==> src/rss_defines.svh <==
// named constants of the reset and start-up sequencer
// assumes a 100 MHz core clock and word-indexed classic wishbone access
`ifndef RSS_DEFINES_SVH
`define RSS_DEFINES_SVH

// word indices, byte address is four times the index
`define RSS_CFG_INDEX 14'h2007
`define RSS_TEST_LO 14'h2000
`define RSS_TEST_HI 14'h3fff
`define RSS_STATUS_INDEX 14'h0001

// configuration word layout
`define RSS_CFG_W 14
`define RSS_CFG_RESET 14'h3fff
`define RSS_CFG_READ_MASK 14'h3f7f
`define RSS_OSC_HI 1
`define RSS_OSC_LO 0
`define RSS_WDT_BIT 2
`define RSS_POWERUP_TIMER_N_BIT 3
`define RSS_CP_HI 5
`define RSS_CP_LO 4
`define RSS_BOR_BIT 6
`define RSS_OSC_RC 2'h3
`define RSS_CP_NONE 2'h3
`define RSS_CP_HALF 2'h2
`define RSS_CP_QUARTER 2'h1
`define RSS_PROT_HALF 11'h400
`define RSS_PROT_QUARTER 11'h200
`define RSS_PROT_ALL 11'h000

// status word layout
`define RSS_ST_TO 0
`define RSS_ST_PD 1
`define RSS_ST_CAUSE_LO 2
`define RSS_ST_CAUSE_HI 4

// timing
`define RSS_CLK_NS 10
`define RSS_POWERUP_TIMER_MS 72
`define RSS_POWERUP_TIMER_CYC (`RSS_POWERUP_TIMER_MS * 1000000 / `RSS_CLK_NS)
`define RSS_OST_CYC 1024
`define RSS_BOR_MIN_NS 100
`define RSS_BOR_MIN_CYC ((`RSS_BOR_MIN_NS + `RSS_CLK_NS - 1) / `RSS_CLK_NS)
`define RSS_MASTER_CLEAR_PIN_MIN_NS 2000
`define RSS_MASTER_CLEAR_PIN_MIN_CYC ((`RSS_MASTER_CLEAR_PIN_MIN_NS + `RSS_CLK_NS - 1) / `RSS_CLK_NS)

`endif

==> src/rss_pkg.sv <==
// types of the reset and start-up sequencer
// assumes rss_defines.svh for field widths
`include "rss_defines.svh"

package rss_pkg;

  typedef enum logic [2:0] {
    ST_POWER, ST_HOLD, ST_POWERUP_TIMER, ST_OST, ST_RUN
  } rss_state_type;

  typedef enum logic [2:0] {
    KIND_POR, KIND_MASTER_CLEAR_PIN_RUN, KIND_MASTER_CLEAR_PIN_SLEEP,
    KIND_WDT_RUN, KIND_WDT_WAKE, KIND_BOR
  } rss_kind_type;

  typedef struct packed {
    rss_state_type state;
    rss_kind_type kind;
    logic [`RSS_CFG_W-1:0] cfg;
    logic to_flag;
    logic pd_flag;
    logic master_clear_pin_s1, master_clear_pin_s2;
    logic pg_s1, pg_s2;
    logic bl_s1, bl_s2;
    logic osc_s1, osc_s2, osc_s3;
    logic prog_s1, prog_s2;
    logic [7:0] master_clear_pin_cnt;
    logic [7:0] bor_cnt;
    logic master_clear_pin_low;
    logic bor_low;
    logic [23:0] tmr;
    logic [10:0] oscillator_startup_timer;
    logic hold;
    logic reg_init;
    logic prot_on;
    logic [10:0] prot_start;
    logic ack;
    logic [31:0] dat;
  } rss_regs_type;

endpackage : rss_pkg

==> src/rss_reset_sequencer.sv <==
// reset and start-up sequencer with a classic wishbone slave
// assumes pins are asynchronous, watchdog and sleep come from core_clk logic
`include "rss_defines.svh"
`timescale 1ns/1ps
`default_nettype none

module rss_reset_sequencer
  import rss_pkg::*;
#(
  parameter int POWERUP_TIMER_CYCLES = `RSS_POWERUP_TIMER_CYC
) (
  input wire logic CORE_CLK,
  input wire logic RESET,
  input wire logic [15:0] ADR_I,
  input wire logic [31:0] DAT_I,
  input wire logic [3:0] SEL_I,
  input wire logic WE_I,
  input wire logic STB_I,
  input wire logic CYC_I,
  output logic [31:0] DAT_O,
  output logic ACK_O,
  input wire logic POWER_GOOD,
  input wire logic SUPPLY_LOW,
  input wire logic MASTER_CLEAR_PIN_N,
  input wire logic OSC_IN,
  input wire logic PROG_MODE,
  input wire logic WATCHDOG_TIMEOUT,
  input wire logic SLEEPING,
  output logic CORE_HOLD,
  output logic REG_INIT,
  output logic TIMEOUT_FLAG,
  output logic POWERDOWN_FLAG,
  output logic [1:0] OSC_MODE,
  output logic WATCHDOG_ENABLE,
  output logic BROWNOUT_ENABLE,
  output logic PROTECT_ON,
  output logic [10:0] PROTECT_START
);

  // -----------------------------------------------------------
  // constants sized to what they meet
  // -----------------------------------------------------------
  localparam logic [23:0] POWERUP_TIMER_LAST = 24'(POWERUP_TIMER_CYCLES - 1);
  localparam logic [10:0] OST_LAST = 11'(`RSS_OST_CYC - 1);
  localparam logic [7:0] MASTER_CLEAR_PIN_MIN = 8'(`RSS_MASTER_CLEAR_PIN_MIN_CYC);
  localparam logic [7:0] BOR_MIN = 8'(`RSS_BOR_MIN_CYC);

  rss_regs_type st;
  rss_regs_type nx;

  logic [13:0] idx;
  logic bus_go;
  logic cfg_hit;
  logic [13:0] wmask;
  logic [31:0] stat;
  logic osc_edge;
  logic bor_fuse;
  logic powerup_timer_on;
  logic xtal;
  logic bor_trip;
  logic brown;
  logic release_ok;
  logic wdt_event;

  // flags per reset kind, {timeout, powerdown}
  function automatic logic [1:0] rss_flags(
    input rss_kind_type k,
    input logic [1:0] cur
  );
    logic [1:0] f;
    f = cur;
    case (k)
      KIND_POR: f = 2'h3;
      KIND_BOR: f = 2'h3;
      KIND_MASTER_CLEAR_PIN_RUN: f = cur;
      KIND_MASTER_CLEAR_PIN_SLEEP: f = 2'h2;
      KIND_WDT_RUN: f = 2'h1;
      KIND_WDT_WAKE: f = 2'h0;
      default: f = cur;
    endcase
    return f;
  endfunction : rss_flags

  // -----------------------------------------------------------
  // derived terms
  // -----------------------------------------------------------
  // fuse decode and filtered sources
  assign bor_fuse = st.cfg[`RSS_BOR_BIT];
  assign powerup_timer_on = !st.cfg[`RSS_POWERUP_TIMER_N_BIT] || bor_fuse;
  assign xtal = st.cfg[`RSS_OSC_HI:`RSS_OSC_LO] != `RSS_OSC_RC;
  assign bor_trip = bor_fuse && st.bor_low;
  assign brown = bor_fuse && st.bl_s2;
  assign release_ok = !st.master_clear_pin_low && !brown;
  assign wdt_event = WATCHDOG_TIMEOUT && st.cfg[`RSS_WDT_BIT];
  assign osc_edge = st.osc_s2 && !st.osc_s3;

  // bus decode, test space only in programming mode
  assign idx = ADR_I[15:2];
  assign bus_go = CYC_I && STB_I && !st.ack;
  assign cfg_hit = st.prog_s2 && idx >= `RSS_TEST_LO && idx == `RSS_CFG_INDEX;
  assign wmask = {{6{SEL_I[1]}}, {8{SEL_I[0]}}};

  // status word: flags and cause
  always_comb begin
    stat = 32'h0;
    stat[`RSS_ST_TO] = st.to_flag;
    stat[`RSS_ST_PD] = st.pd_flag;
    stat[`RSS_ST_CAUSE_HI:`RSS_ST_CAUSE_LO] = st.kind;
  end

  // -----------------------------------------------------------
  // next state
  // -----------------------------------------------------------
  always_comb begin
    nx = st;
    // two-stage synchronisers
    nx.master_clear_pin_s1 = MASTER_CLEAR_PIN_N;
    nx.master_clear_pin_s2 = st.master_clear_pin_s1;
    nx.pg_s1 = POWER_GOOD;
    nx.pg_s2 = st.pg_s1;
    nx.bl_s1 = SUPPLY_LOW;
    nx.bl_s2 = st.bl_s1;
    nx.osc_s1 = OSC_IN;
    nx.osc_s2 = st.osc_s1;
    nx.osc_s3 = st.osc_s2;
    nx.prog_s1 = PROG_MODE;
    nx.prog_s2 = st.prog_s1;

    // master clear noise filter
    if (st.master_clear_pin_s2) begin
      nx.master_clear_pin_cnt = 8'h00;
    end else if (st.master_clear_pin_cnt != MASTER_CLEAR_PIN_MIN) begin
      nx.master_clear_pin_cnt = st.master_clear_pin_cnt + 8'h01;
    end
    nx.master_clear_pin_low = !st.master_clear_pin_s2 && st.master_clear_pin_cnt == MASTER_CLEAR_PIN_MIN;

    // brownout duration filter
    if (!st.bl_s2) begin
      nx.bor_cnt = 8'h00;
    end else if (st.bor_cnt != BOR_MIN) begin
      nx.bor_cnt = st.bor_cnt + 8'h01;
    end
    nx.bor_low = st.bl_s2 && st.bor_cnt == BOR_MIN;

    // code protection decode
    case (st.cfg[`RSS_CP_HI:`RSS_CP_LO])
      `RSS_CP_NONE: begin
        nx.prot_on = 1'b0;
        nx.prot_start = `RSS_PROT_ALL;
      end
      `RSS_CP_HALF: begin
        nx.prot_on = 1'b1;
        nx.prot_start = `RSS_PROT_HALF;
      end
      `RSS_CP_QUARTER: begin
        nx.prot_on = 1'b1;
        nx.prot_start = `RSS_PROT_QUARTER;
      end
      default: begin
        nx.prot_on = 1'b1;
        nx.prot_start = `RSS_PROT_ALL;
      end
    endcase

    // wishbone slave, one wait state, unmapped reads zero
    nx.ack = bus_go;
    nx.dat = 32'h0;
    if (bus_go && !WE_I) begin
      if (idx == `RSS_STATUS_INDEX) begin
        nx.dat = stat;
      end else if (cfg_hit) begin
        nx.dat = {18'h0, st.cfg & `RSS_CFG_READ_MASK};
      end
    end
    // programming only clears bits
    if (bus_go && WE_I && cfg_hit) begin
      nx.cfg = st.cfg & ~(wmask & ~DAT_I[13:0]);
    end

    // sequencer
    case (st.state)
      ST_POWER: begin
        if (st.pg_s2) begin
          nx.state = ST_HOLD;
          nx.kind = KIND_POR;
          {nx.to_flag, nx.pd_flag} = rss_flags(KIND_POR, 2'h3);
        end
      end
      ST_HOLD: begin
        if (bor_trip && st.kind != KIND_POR) begin
          nx.kind = KIND_BOR;
          {nx.to_flag, nx.pd_flag} = rss_flags(KIND_BOR, 2'h3);
        end else if (release_ok) begin
          nx.tmr = 24'h0;
          nx.oscillator_startup_timer = 11'h0;
          if ((st.kind == KIND_POR || st.kind == KIND_BOR) && powerup_timer_on) begin
            nx.state = ST_POWERUP_TIMER;
          end else if (st.kind == KIND_POR && xtal) begin
            nx.state = ST_OST;
          end else begin
            nx.state = ST_RUN;
          end
        end
      end
      ST_POWERUP_TIMER: begin
        if (brown) begin
          nx.state = ST_HOLD;
          nx.kind = KIND_BOR;
          {nx.to_flag, nx.pd_flag} = rss_flags(KIND_BOR, 2'h3);
        end else if (st.tmr == POWERUP_TIMER_LAST) begin
          nx.oscillator_startup_timer = 11'h0;
          nx.state = (st.kind == KIND_POR && xtal) ? ST_OST : ST_RUN;
        end else begin
          nx.tmr = st.tmr + 24'h1;
        end
      end
      ST_OST: begin
        if (st.master_clear_pin_low) begin
          nx.state = ST_HOLD;
          nx.kind = KIND_MASTER_CLEAR_PIN_RUN;
        end else if (osc_edge) begin
          if (st.oscillator_startup_timer == OST_LAST) begin
            nx.state = ST_RUN;
          end else begin
            nx.oscillator_startup_timer = st.oscillator_startup_timer + 11'h1;
          end
        end
      end
      ST_RUN: begin
        if (bor_trip) begin
          nx.state = ST_HOLD;
          nx.kind = KIND_BOR;
          {nx.to_flag, nx.pd_flag} = rss_flags(KIND_BOR, 2'h3);
        end else if (st.master_clear_pin_low) begin
          nx.state = ST_HOLD;
          nx.kind = SLEEPING ? KIND_MASTER_CLEAR_PIN_SLEEP : KIND_MASTER_CLEAR_PIN_RUN;
          {nx.to_flag, nx.pd_flag} = rss_flags(nx.kind, {st.to_flag, st.pd_flag});
        end else if (wdt_event && SLEEPING) begin
          nx.kind = KIND_WDT_WAKE;
          nx.oscillator_startup_timer = 11'h0;
          nx.state = xtal ? ST_OST : ST_RUN;
          {nx.to_flag, nx.pd_flag} = rss_flags(KIND_WDT_WAKE, 2'h0);
        end else if (wdt_event) begin
          nx.state = ST_HOLD;
          nx.kind = KIND_WDT_RUN;
          {nx.to_flag, nx.pd_flag} = rss_flags(KIND_WDT_RUN, 2'h1);
        end
      end
      default: begin
        nx.state = ST_POWER;
      end
    endcase

    // registered hold and init outputs; a watchdog wake from sleep may hold but never sees init
    nx.hold = nx.state != ST_RUN;
    nx.reg_init = nx.hold && nx.kind != KIND_WDT_WAKE;
  end

  // -----------------------------------------------------------
  // state register
  // -----------------------------------------------------------
  always_ff @(posedge CORE_CLK) begin
    if (RESET) begin
      st <= '0;
      st.cfg <= `RSS_CFG_RESET;
      st.to_flag <= 1'b1;
      st.pd_flag <= 1'b1;
      st.hold <= 1'b1;
      st.reg_init <= 1'b1;
      st.master_clear_pin_s1 <= 1'b1; // clear pin syncs start released, no false edge
      st.master_clear_pin_s2 <= 1'b1;
    end else begin
      st <= nx;
    end
  end

  // outputs straight from the state register
  assign DAT_O = st.dat;
  assign ACK_O = st.ack;
  assign CORE_HOLD = st.hold;
  assign REG_INIT = st.reg_init;
  assign TIMEOUT_FLAG = st.to_flag;
  assign POWERDOWN_FLAG = st.pd_flag;
  assign OSC_MODE = st.cfg[`RSS_OSC_HI:`RSS_OSC_LO];
  assign WATCHDOG_ENABLE = st.cfg[`RSS_WDT_BIT];
  assign BROWNOUT_ENABLE = st.cfg[`RSS_BOR_BIT];
  assign PROTECT_ON = st.prot_on;
  assign PROTECT_START = st.prot_start;
endmodule : rss_reset_sequencer

`default_nettype wire

==> config.mk <==
export PLATFORM = sky130hd
export DESIGN_NAME = rss_reset_sequencer
export DESIGN_NICKNAME = d
export VERILOG_FILES = /design/src/rss_pkg.sv /design/src/rss_reset_sequencer.sv
export VERILOG_INCLUDE_DIRS = /design/src /design/src/src
export SDC_FILE = /design/constraint.sdc
export NUM_CORES = 1
export LEC_CHECK = 0
export BUFFER_PORTS_ARGS = -buffer_cell sky130_fd_sc_hd__buf_4
export CORE_MARGIN = 3
export CORE_UTILIZATION = 40
export CTS_CLUSTER_SIZE = 14
export DETAILED_ROUTE_END_ITERATION = 8
export PLACE_DENSITY = 0.7
export SYNTH_ARGS = -nofsm -noshare
export SYNTH_HDL_FRONTEND = slang
export SYNTH_SLANG_ARGS = --single-unit
==> constraint.sdc <==
create_clock -name CORE_CLK -period 2.8 [get_ports CORE_CLK]
set_input_delay 0.14 -clock CORE_CLK [delete_from_list [all_inputs] [get_ports CORE_CLK]]
set_output_delay 0.14 -clock CORE_CLK [all_outputs]
set_load 0.1 [all_outputs]
Word level (Yosys, flattened, before mapping). Index checks and enable logic that the tools add are counted. W data, S select, Z words.

RAM bits: 0. Word-level logic and storage cells: 169. Output and inout port bits: 53. Memories kept: 0. Latch bits: 0. Bits in registers: 114. Memory bits (read-only): 0.

Bitwise logic cells: 7. Equal/unequal tests: 39. Add/sub/neg operators: 4. Shift-type cells: 0. Divide/modulo/power cells: 0. Reduce and logical (&&, ||, !) cells: 43. $mul: 0. Mux-type cells: 46. Magnitude comparators: 1.

Operators with widths (number): $mux W35 (3); $mux W11 (7); $pmux W24 S2 (1); $pmux W11 S4 (1); $mux W3 (13); $pmux W12 S3 (1); $mux W6 (5); $ne A2 B2 Y1 const B (15); $pmux W3 S5 (2); $and A14 B14 Y14 (2); $not A14 Y14 (2); $add A24 B1 Y24 const B (1); $eq A24 B23 Y1 const B (1); $mux W24 (1); $logic_and A1 B1 Y1 (19); $add A8 B1 Y8 const B (2); $mux W2 (8); $pmux W2 S4 (2); $eq A14 B1 Y1 const B (1); $eq A14 B14 Y1 const B (1); $ge A14 B14 Y1 const B (1); $add A11 B1 Y11 const B (1); $eq A11 B10 Y1 const B (1); $reduce_and A11 Y1 (1); other kinds (25) (48).

Longest topological paths before layout. Gate-level depths: netlist (run 1).

Depth in word-level cells: 9. Gate-level depth with buffers: 9.

Worst setup path after synthesis (run 1). No wires, ideal clock.

Path kind: reg2reg. From: reg st (netlist bit WATCHDOG_ENABLE). To: reg st[51] (netlist bit). Arrival time: 2.490 ns. Path buffers: 1. Required time: 2.727 ns. Stages on the path, launching flop included: 7. Setup time: 0.073 ns. Slack: 0.237 ns. Period minus slack after synthesis: 2.563 ns. Cells stage by stage: dfxtp_1 > and3_1 > a21oi_1 > or3_4 > buf_6 > or4_1 > a21oi_1.

Longest elaborated chain between the ends: 4.

Ends and longest elaborated chain: start, declared (RTL line rss_reset_sequencer.sv:48) `rss_regs_type st;`; start signal, assigned (RTL line rss_reset_sequencer.sv:273) `st <= nx;`; $logic_and A1 B1 Y1 (RTL line rss_reset_sequencer.sv:94) `` assign wdt_event = WATCHDOG_TIMEOUT && st.cfg[`RSS_WDT_BIT]; ``; $logic_and A1 B1 Y1 (RTL line rss_reset_sequencer.sv:238) `end else if (wdt_event && SLEEPING) begin`; $ne A2 B2 Y1 (no line); $reduce_and A11 Y1 (no line).

No other way between the ends. A chain may end at the register's enable or synchronous reset.

Worst setup path after layout (run 1).
From: reg st[61] (netlist bit). To: reg st[79] (netlist bit).

Longest elaborated chain between the ends: 4.

Ends and longest elaborated chain: $add A24 B1 Y24 (RTL line rss_reset_sequencer.sv:214) `nx.tmr = st.tmr + 24'h1;`; $mux W24 (RTL line rss_reset_sequencer.sv:210) `end else if (st.tmr == POWERUP_TIMER_LAST) begin`; $mux W35 (RTL line rss_reset_sequencer.sv:206) `if (brown) begin`; $pmux W24 S2 (RTL line rss_reset_sequencer.sv:181) `case (st.state)`.

Parallel ways exist; a longest one is shown, timed or not. The select of a mux whose other input is x is not followed.

==> results.tsv, run 1 <==
stage	metric	value	unit
synth	ys flop type	dfxtp_1	
grt	first-pass GRT wire length	19700	um
die	Starting Density	0.420	
die	core area	12300	sq um
placement	Post-Place Cell Area	5600	sq um
placement	PortBufs	65	
synth	sequential share of the synthesized area	0.403	
min_path	Hold Path Class	in2reg	
layout	number of diodes	0	
setup_path	CP Buf/Inv Count	0	
synth	Synth top area share	0.403	
cts	worst skew pair latency	0.35	ns
drt	post-DR wirelength/cell	14.6	um
setup_path	Required @ worst endpoint	3.04	ns
run_status	status	finished clean	
cts	CTS root buf	clkbuf_16	
synth	Area contributors post-synth	dfxtp_1 (40%), buf_4 (6.5%), nand2_1 (4.2%)	
synth	number of synthesized flops with an enable pin	0	
placement	Post-DP HPWL	8610	um
flow_run	Max Cap Violations	0	
cts	CTS buffer count	9	
timing	clock skew	0.00987	ns
timing	count of final setup violators	0	
setup_path	CP max FO	7	
die	Die ar.	14300	sq um
grt	vias in the first global route	4109	
synth	Post-Syn Area	5170	sq um
die	die width	120	um
setup_path	setup slack on the worst flop-to-flop path	0.42	ns
cts	Clock Path Buffers	2	
setup_path	crit path to	st[79]$_SDFFE_PP0P_	
cts	CTS resizes	0	
drt	WL final	11900	um
layout	layout cells sized above 1	0.164	
layout	Total Nets Final	716	
timing	RSZ-0062 raised after global routing	false	
setup_path	start point of the critical path	st[61]$_SDFFE_PP0P_	
timing	fin. max-slew vios	0	
timing	Rel. slew slack	0.488	
synth	Post-Synthesis Cells	600	
timing	Tcrit/Tclk final	0.851	
setup_path	Worst path depth	5	
pwr	PD cells	547	nW/um^2
grt	initial antenna violation count	0	
drt	met2 routed WL	5330	um
timing	Final Hold Fails	0	
drt	Vias per Instance	5.40	
placement	Routability Congestion	0.870	
grt	largest net degree at the start of global routing	35	
synth	library cells used by synthesis	68	
cts	Post-CTS Setup Inserts	0	
layout	Finished Cell Area	5960	sq um
synth	Post-synth top cells	dfxtp_1 (104), nand2_1 (58), buf_4 (45)	
setup_path	Arr. time, crit path	2.62	ns
drt	First DRT Iteration DRCs	396	
cts	CTS HTree Levels	3	
cts	clk sink count	104	
pwr	Worst VDD drop	282	uV
synth	top-count cell post-synth	dfxtp_1	
die	IO Count	117	
drt	WL met3	989	um
setup_path	Setup CP Type	reg2reg	
setup_path	CP Capture Type	flop	
timing	worst-margin pin slew	0.763	ns
setup_path	CP peak stage delay	0.58	ns
setup_path	crit-path leading delay family	simple AND/OR/NAND/NOR gates	
pwr	Pwr Total	3.26	mW
grt	Tot GR Track Use	0.167	
setup_path	R2R Path End	st[79]$_SDFFE_PP0P_	
cts	clock slew at reported path FFs	0.07	ns
drt	drt first pass iters	4	
setup_path	reg-to-reg critical path startpoint	st[61]$_SDFFE_PP0P_	
synth	register bit total from synthesis	104	
drt	ANT nets after route	0	
layout	layout filler cell count	1182	
layout	Area growth syn-to-layout	15.4	%
setup_path	crit start category	flop	
timing	min Tclk post-route	2.38	ns
synth	Synth Area per Inst	8.61	sq um
drt	Metal-1 WL	5460	um
cts	CTS Hold Buffers Added	3	
timing	setup_tns	0	ns
die	Die H	120	um
setup_path	R2R cell count	5	
drt	vias	4424	
synth	YS warnings	0	
setup_path	crit-path cells	nand4_1 > nor4_1 > o2111ai_1 > a21oi_1 > mux2_2	
synth	cell taking the most area after synthesis	dfxtp_1	
drt	Post-route DRC	0	
drt	top sig layer	met4	
die	placement row count	40	
grt	gr ovfl total	0	
timing	Fmax	0.420	GHz
setup_path	Critical-path top delay cell	nor4_1	
cts	TritonCTS clock tree	yes	
synth	Post-synth ARST share	0	
pwr	Pleak	2.24	nW
flip-flops by register name, summed over array words and instances, names as in the netlist:
register         cells
PROTECT_START        2
PROTECT_ON           1
REG_INIT             1
WATCHDOG_ENABLE      1
TIMEOUT_FLAG         1
DAT_O               13
CORE_HOLD            1
POWERDOWN_FLAG       1
nx                   6
ACK_O                1
st                  73
OSC_MODE             2
BROWNOUT_ENABLE      1
metal layers:
metal,track usage,vias up
met1,0.219,2065
met2,0.260,158
li1,-,2185
met4,0.0523,0
met3,0.0551,16
met5,0,-
worst register-to-register path: cells and delay by family, from the launching register on:
kind / cells / cell delay [ns]
and+or+nand+nor: 2 / 0.85
AOI/OAI and AO/OA: 2 / 0.63
DFF: 1 / 0.46
muxes: 1 / 0.34
through the flow:
step	worst slack, ns	hold WS [ns]	util	std cells
final	0.418	0.00767	0.484	819
after global routing	0.135	0.00809	0.484	819
after CTS	0.462	0.00289	0.484	819
after detailed placement	0.477	0.333	0.455	800
after global placement	0.512	0.331	0.455	800
after floorplan	0.237	0.228	-	627
worst min path at each step:
| stage | start | endpoint | slack (ns) | cells past startpoint |
|---|---|---|---|---|
| 2_1_floorplan | RESET | ACK_O$_SDFF_PP0_ | 0.23 | 1 |
| 3_3_place_gp | MASTER_CLEAR_PIN_N | nx[109]$_SDFF_PP1_ | 0.33 | 2 |
| 3_5_place_dp | MASTER_CLEAR_PIN_N | nx[109]$_SDFF_PP1_ | 0.33 | 2 |
| 4_1_cts | POWER_GOOD | nx[107]$_SDFF_PP0_ | 0.003 | 2 |
| 5_1_grt | POWER_GOOD | nx[107]$_SDFF_PP0_ | 0.008 | 2 |
| 6_report | POWER_GOOD | nx[107]$_SDFF_PP0_ | 0.008 | 2 |
cells by family (layout without fill, tap and decap cells):
| family | after synthesis | count (layout) | share of synthesized area |
|---|---|---|---|
| other | 1 | 28 | 0.000726 |
| buffers and inverters | 84 | 108 | 0.0983 |
| flip-flops | 104 | 104 | 0.403 |
| multiplexers | 14 | 14 | 0.0274 |
| XOR/XNOR | 17 | 17 | 0.0288 |
| AND/OR/NAND/NOR | 250 | 250 | 0.262 |
| AO/OA/AOI/OAI | 124 | 124 | 0.165 |
| adder cells (fa/ha/maj) | 6 | 6 | 0.0145 |
layout make-up:
cell class,count,area [sq um],area share
Timing Repair Buffer,79,601,0.101
Tap cell,168,210,0.0353
Sequential cell,104,2080,0.349
Multi-Input combinational cell,439,2690,0.450
Clock inverter,7,109,0.0183
Inverter,13,48.8,0.00819
Clock buffer,9,225,0.0378
power breakdown:
group          leakage, nW  switching (mW)  internal, mW
sequential           0.841          0.0118          1.49
clock                0.164           0.596         0.804
combinational         1.24           0.272        0.0863
layout by cell type (no fill, tap or decap), drive strengths merged, types with 12 or more instances in the layout:
cell type  synthesis  routed
a21oi             31      31
nor2b             14      14
mux2i             13      13
nand3             27      27
or3               16      16
dfxtp            104     104
o21ai             27      27
conb               1      28
nand2             58      58
and2              12      12
inv               13      17
buf               52      76
nor2              41      41
Note: power is estimated with default switching activity, not from simulation.
==> inputs of run 2 (changes only) <==
--- a/config.mk
+++ b/config.mk
@@ -12,6 +12,7 @@
 export CTS_CLUSTER_SIZE = 14
 export DETAILED_ROUTE_END_ITERATION = 8
 export PLACE_DENSITY = 0.7
+export RECOVER_POWER = 100
 export SYNTH_ARGS = -nofsm -noshare
 export SYNTH_HDL_FRONTEND = slang
 export SYNTH_SLANG_ARGS = --single-unit
==> results.tsv, run 2 (synthesis results as in run 1) <==
stage	metric	value	unit	change
die	die width	120	um	unchanged
grt	gr ovfl total	0		unchanged
drt	drt first pass iters	5		+1
placement	Post-Place Cell Area	5600	sq um	unchanged
min_path	cell count of the worst hold path	2		unchanged
placement	PortBufs	65		unchanged
die	Die H	120	um	unchanged
timing	min Tclk post-route	2.56	ns	+0.176 ns
placement	dpl ws	0.477	ns	unchanged
layout	Total Nets Final	716		unchanged
drt	Post-route DRC	0		unchanged
pwr	Pleak	2.12	nW	-5.4%
setup_path	crit start category	flop		
timing	hold_ws	0.00673	ns	-0.000945 ns
layout	number of diodes	0		unchanged
cts	CTS buffer count	9		unchanged
run_status	failing checks	capacitance limit, slew limit		
grt	vias in the first global route	4109		unchanged
setup_path	CP peak stage delay	0.61	ns	+0.03 ns
run_status	status	complete, but fails checks		
setup_path	Arr. time, crit path	2.84	ns	+0.22 ns
grt	initial antenna violation count	0		unchanged
grt	largest net degree at the start of global routing	35		unchanged
die	IO Count	117		unchanged
min_path	hold path endpoint	nx[107]$_SDFF_PP0_		
pwr	PD cells	558	nW/um^2	+1.9%
layout	largest reg by FF count	st		
drt	vias	4438		+0.32%
layout	Area growth syn-to-layout	13.1	%	
timing	setup_tns	0	ns	unchanged
cts	CTS root buf	clkbuf_16		
setup_path	Critical-path top delay cell	dfxtp_1		
setup_path	R2R Path End	st[70]$_SDFFE_PP0P_		
setup_path	CP Capture Type	flop		
timing	fin. max-slew vios	35		+35
min_path	beginning of the worst hold path	POWER_GOOD		
timing	clock skew	0.0100	ns	+0.000144 ns
setup_path	Required @ worst endpoint	3.08	ns	+0.04 ns
setup_path	reg-to-reg critical path startpoint	st[131]$_SDFF_PP0_		
timing	Rel. slew slack	-0.0466		-0.534
drt	ANT nets after route	0		unchanged
layout	area of the multi-input gates	2680	sq um	about the same
cts	TritonCTS clock tree	yes		
drt	post-DR wirelength/cell	14.6	um	+0.23%
drt	Vias per Instance	5.42		+0.32%
cts	Clock Path Buffers	2		unchanged
timing	Final Hold Fails	0		unchanged
grt	Tot GR Track Use	0.167		unchanged
drt	WL met3	1020	um	+3.2%
layout	Finished Cell Area	5850	sq um	-1.9%
timing	Fmax	0.391	GHz	-6.9%
flow_run	Max Cap Violations	1		+1
timing	fin worst setup slack	0.243	ns	-0.176 ns
setup_path	R2R cell count	5		unchanged
drt	First DRT Iteration DRCs	382		-3.5%
layout	layout cells sized above 1	0.115		-0.0492
drt	Metal-1 WL	5440	um	-0.42%
drt	top sig layer	met4		
setup_path	setup slack on the worst flop-to-flop path	0.24	ns	-0.18 ns
timing	worst-margin pin slew	1.57	ns	+0.806 ns
cts	clock slew at reported path FFs	0.07	ns	about the same
setup_path	CP max FO	16		+9
layout	Final Core Density	0.475		-0.00935
layout	layout filler cell count	1226		+3.7%
cts	worst skew pair latency	0.36	ns	about the same
cts	CTS HTree Levels	3		unchanged
die	Die ar.	14300	sq um	unchanged
pwr	Worst VDD drop	282	uV	about the same
cts	CTS resizes	0		unchanged
setup_path	crit-path cells	or3b_1 > nor2_1 > o21ai_1 > a211oi_1 > mux2i_1		
layout	most common cell after layout, fill and taps aside	dfxtp_1		
min_path	Hold Path Class	in2reg		
timing	Tcrit/Tclk final	0.913		+0.0627
die	placement row count	40		unchanged
layout	Largest register FFs	73		unchanged
die	Starting Density	0.420		unchanged
placement	Routability Congestion	0.870		unchanged
drt	met2 routed WL	5350	um	+0.34%
layout	register area	2080	sq um	unchanged
timing	RSZ-0062 raised after global routing	false		
cts	clk sink count	104		unchanged
layout	most frequent cells in the layout	dfxtp_1 (104), nand2_1 (58), buf_4 (46), nor2_1 (41), a21oi_1 (31)		
die	core area	12300	sq um	unchanged
timing	count of final setup violators	0		unchanged
placement	Post-DP HPWL	8610	um	unchanged
drt	WL final	12000	um	+0.23%
grt	first-pass GRT wire length	19700	um	unchanged
setup_path	Setup CP Type	reg2reg		
## run 2: changes by cell type in the layout (fill, tap and decap cells not counted), sizes merged
cell,previous run,this run
buf,76,46
clkbuf,9,39
## run 2: repair_timing
action	4_1_cts	5_1_grt
hold buffers	3	0
setup buffers	0	0
endpoints found under the hold margin	3	0
## run 2: report_power, final
part	internal [mW]	switching (mW)	total, mW
clock network	0.804	0.598	1.40
registers	1.49	0.0117	1.50
logic	0.0828	0.272	0.355
total	2.38	0.882	3.26
## run 2: per-stage QoR
step,cells,total power [mW]
finish,819,3.26
global route,819,3.38
CTS,819,3.30
detailed placement,800,1.89
global placement,800,1.89
floorplan,627,1.84
## run 2: how the worst max path moves through the flow
stage / to / slack [ns] / from
2_1_floorplan: st[51]$_SDFFE_PP0P_ / 0.24 / WATCHDOG_ENABLE$_SDFFE_PP1P_
3_3_place_gp: st[53]$_SDFFE_PP0P_ / 0.51 / st[130]$_SDFF_PP0_
3_5_place_dp: st[70]$_SDFFE_PP0P_ / 0.48 / st[131]$_SDFF_PP0_
4_1_cts: st[79]$_SDFFE_PP0P_ / 0.46 / st[61]$_SDFFE_PP0P_
5_1_grt: st[70]$_SDFFE_PP0P_ / 0.07 / st[131]$_SDFF_PP0_
6_report: st[70]$_SDFFE_PP0P_ / 0.24 / st[131]$_SDFF_PP0_
## run 2: worst max-delay path: cells and delay by family, from the launching register on
kind / cells / cell delay (ns)
AO/OA/AOI/OAI: 2 / 0.82
AND/OR/NAND/NOR: 2 / 0.84
flip-flops: 1 / 0.61
multiplexers: 1 / 0.22
## run 2: routing by layer
metal / vias up / global-route usage
met5: - / 0
met4: 0 / 0.0523
met3: 17 / 0.0551
met2: 167 / 0.260
met1: 2067 / 0.219
li1: 2187 / -
## run 2: layout make-up
| cell class | count | area share |
|---|---|---|
| Multi-Input combinational cell | 439 | 0.459 |
| Sequential cell | 104 | 0.356 |
| Timing Repair Buffer | 79 | 0.0835 |
| Clock buffer | 9 | 0.0385 |
| Tap cell | 168 | 0.0360 |
| Clock inverter | 7 | 0.0186 |
| Inverter | 13 | 0.00835 |
==> inputs of run 3 (changes only) <==
--- a/config.mk
+++ b/config.mk
@@ -7,9 +7,8 @@
 export NUM_CORES = 1
 export LEC_CHECK = 0
 export BUFFER_PORTS_ARGS = -buffer_cell sky130_fd_sc_hd__buf_4
-export CORE_MARGIN = 3
+export CORE_MARGIN = 2
 export CORE_UTILIZATION = 40
-export CTS_CLUSTER_SIZE = 14
 export DETAILED_ROUTE_END_ITERATION = 8
 export PLACE_DENSITY = 0.7
 export RECOVER_POWER = 100
==> constraint.sdc (replaced) <==
create_clock -name CORE_CLK -period 2.75 [get_ports CORE_CLK]
set_input_delay 0.1375 -clock CORE_CLK [delete_from_list [all_inputs] [get_ports CORE_CLK]]
set_output_delay 0.1375 -clock CORE_CLK [all_outputs]
set_load 0.1 [all_outputs]
==> results.tsv, run 3 (synthesis results as in run 1) <==
stage	metric	value	unit	change
drt	vias	4434		-0.090%
cts	CTS root buf	clkbuf_16		
layout	Area growth syn-to-layout	13.4	%	
grt	busiest grt layer	met2		
pwr	Pwr Total	3.13	mW	-3.9%
setup_path	crit-path cells	or3b_1 > nor2_2 > o21ai_1 > a211oi_1 > mux2i_1		
layout	layout cells sized above 1	0.125		+0.00979
pwr	PD cells	535	nW/um^2	-4.1%
timing	worst-margin pin slew	1.19	ns	-0.383 ns
setup_path	Setup CP Type	reg2reg		
drt	Post-route DRC	0		unchanged
placement	Routability Congestion	0.870		about the same
setup_path	R2R cell count	5		unchanged
die	placement row count	41		+2.5%
cts	clk sink count	104		unchanged
timing	clock skew	0.00814	ns	-0.00187 ns
min_path	cell count of the worst hold path	3		+1
timing	count of final setup violators	0		unchanged
pwr	Pleak	2.13	nW	+0.42%
grt	M1 GR Usage	0.221		+0.00186
cts	worst skew pair latency	0.35	ns	about the same
die	Die ar.	13800	sq um	-3.3%
timing	fin. max-slew vios	0		-100%
pwr	Pint	2.28	mW	-4.3%
drt	Vias per Instance	5.36		-1.2%
die	IO Count	117		unchanged
setup_path	Arr. time, crit path	2.63	ns	-0.21 ns
pwr	clock share of power	0.395		-0.035
setup_path	reg-to-reg critical path startpoint	st[131]$_SDFF_PP0_		
placement	Post-Place Cell Area	5620	sq um	+0.49%
pwr	Reg power frac	0.488		+0.027
grt	met3 Use GR	0.0422		-0.0130
cts	Clock Path Buffers	2		unchanged
layout	Final Core Density	0.464		-0.0104
drt	WL final	11800	um	-1.5%
placement	PortBufs	65		unchanged
timing	Rel. slew slack	0.212		+0.259
layout	Finished Cell Area	5860	sq um	+0.26%
setup_path	CP Capture Type	flop		
die	die width	118	um	-1.7%
layout	Largest register FFs	73		unchanged
cts	clock slew at reported path FFs	0.07	ns	about the same
setup_path	CP Buf/Inv Count	0		unchanged
placement	placed cells	807		+0.88%
die	Die H	118	um	-1.7%
min_path	hold path endpoint	OSC_MODE[0]$_SDFFE_PP1P_		
setup_path	R2R Path End	st[70]$_SDFFE_PP0P_		
flow_run	Max Cap Violations	0		-1
setup_path	CP max FO	16		unchanged
layout	largest reg by FF count	st		
grt	initial antenna violation count	0		unchanged
cts	CTS HTree Levels	3		unchanged
pwr	Net Sw Power	856	uW	-2.9%
drt	First DRT Iteration DRCs	435		+14%
grt	largest net degree at the start of global routing	35		unchanged
drt	post-DR wirelength/cell	14.3	um	-2.5%
layout	most common cell after layout, fill and taps aside	dfxtp_1		
setup_path	crit start category	flop		
layout	number of diodes	0		unchanged
layout	most frequent cells in the layout	dfxtp_1 (104), nand2_1 (58), buf_4 (45), nor2_1 (40), a21oi_1 (31)		
drt	ANT nets after route	0		unchanged
setup_path	setup slack on the worst flop-to-flop path	0.39	ns	+0.15 ns
setup_path	Critical-path top delay cell	dfxtp_1		
placement	Post-DP HPWL	8400	um	-2.4%
pwr	switch share	0.273		+0.00282
timing	RSZ-0062 raised after global routing	false		
cts	CTS buffer count	9		unchanged
setup_path	crit-path leading delay family	compound AO/OA/AOI/OAI gates		
timing	Final Hold Fails	0		unchanged
die	core area	12600	sq um	+2.5%
timing	Tcrit/Tclk final	0.857		-0.0561
cts	TritonCTS clock tree	yes		
setup_path	start point of the critical path	st[131]$_SDFF_PP0_		
die	Starting Density	0.409		-0.0102
layout	Total Nets Final	721		+0.70%
min_path	Hold Path Class	in2reg		
grt	gr ovfl total	0		unchanged
run_status	status	finished clean		
pwr	Worst VDD drop	336	uV	+19%
pwr	combinational power share	0.117		+0.008
grt	vias in the first global route	4076		-0.80%
min_path	beginning of the worst hold path	DAT_I[0]		
layout	Layout Cells excl Fill	828		+1.1%
setup_path	CP peak stage delay	0.60	ns	about the same
grt	met2 usage	0.275		+0.0155
grt	Tot GR Track Use	0.170		+0.00296
setup_path	Required @ worst endpoint	3.02	ns	-0.06 ns
drt	drt first pass iters	4		-1
timing	Fmax	0.424	GHz	+8.5%
timing	setup_tns	0	ns	unchanged
grt	first-pass GRT wire length	19500	um	-1.1%
timing	min Tclk post-route	2.36	ns	-0.200 ns
[run 3: cell types whose count changed in the layout (fill, tap and decap cells not counted), moves of 2 or more]
| cell | previous run | this run |
|---|---|---|
| bufinv_16 | 2 | 0 |
| clkbuf_1 | 30 | 28 |
| clkbuf_4 | 0 | 6 |
| clkbuf_8 | 0 | 2 |
| dlygate4sd3_1 | 3 | 5 |
| inv_8 | 2 | 0 |
[run 3: tightest hold or removal path: cells and delay by family]
family / cells / cell delay (ns)
AND/OR/NAND/NOR: 1 / 0.06
AO/OA/AOI/OAI: 1 / 0.07
buffers and inverters: 1 / 0.07
[run 3: worst max path at each step]
stage,to,slack (ns),cells after the start
final,st[70]$_SDFFE_PP0P_,0.39,5
after global routing,st[79]$_SDFFE_PP0P_,0.24,5
after CTS,st[79]$_SDFFE_PP0P_,0.44,5
after detailed placement,st[79]$_SDFFE_PP0P_,0.45,5
after global placement,st[79]$_SDFFE_PP0P_,0.49,5
after floorplan,st[51]$_SDFFE_PP0P_,0.19,6
[run 3: layer usage]
metal / routed length, um / vias up / part of all wire
li1: - / 2199 / -
met1: 5560 / 2111 / 0.47
met2: 5480 / 113 / 0.46
met3: 606 / 11 / 0.051
met4: 162 / 0 / 0.014
met5: 0 / - / 0
[run 3: power groups by stage]
stage                     Clock (mW)  Combinational [mW]  Sequential (mW)
final                           1.24               0.367             1.53
after detailed placement           0               0.361             1.56
after floorplan                    0               0.302             1.57
after CTS                       1.27               0.368             1.53
after global placement             0               0.357             1.56
after global routing            1.33               0.389             1.53
[run 3: what timing repair did]
| action | 4_1_cts | 5_1_grt |
|---|---|---|
| buffers inserted | 0 | 0 |
| hold buffers | 5 | 0 |
| gates resized for setup | 0 | 0 |
| hold endpoints to repair | 5 | 0 |
[run 3: cell type report]
| class | instances | area (sq um) |
|---|---|---|
| Tap cell | 172 | 215 |
| Clock inverter | 5 | 38.8 |
| Inverter | 13 | 48.8 |
| Timing Repair Buffer | 84 | 538 |
| Clock buffer | 11 | 253 |
| Fill cell | 1268 | 6760 |
| Sequential cell | 104 | 2080 |
| Multi-Input combinational cell | 439 | 2690 |
[run 3: per-stage QoR]
stage,setup slack (ns),hold slack (ns)
final,0.393,0.0227
after global routing,0.236,0.0323
after CTS,0.437,0.0135
after detailed placement,0.455,0.327
after global placement,0.488,0.325
after floorplan,0.187,0.225
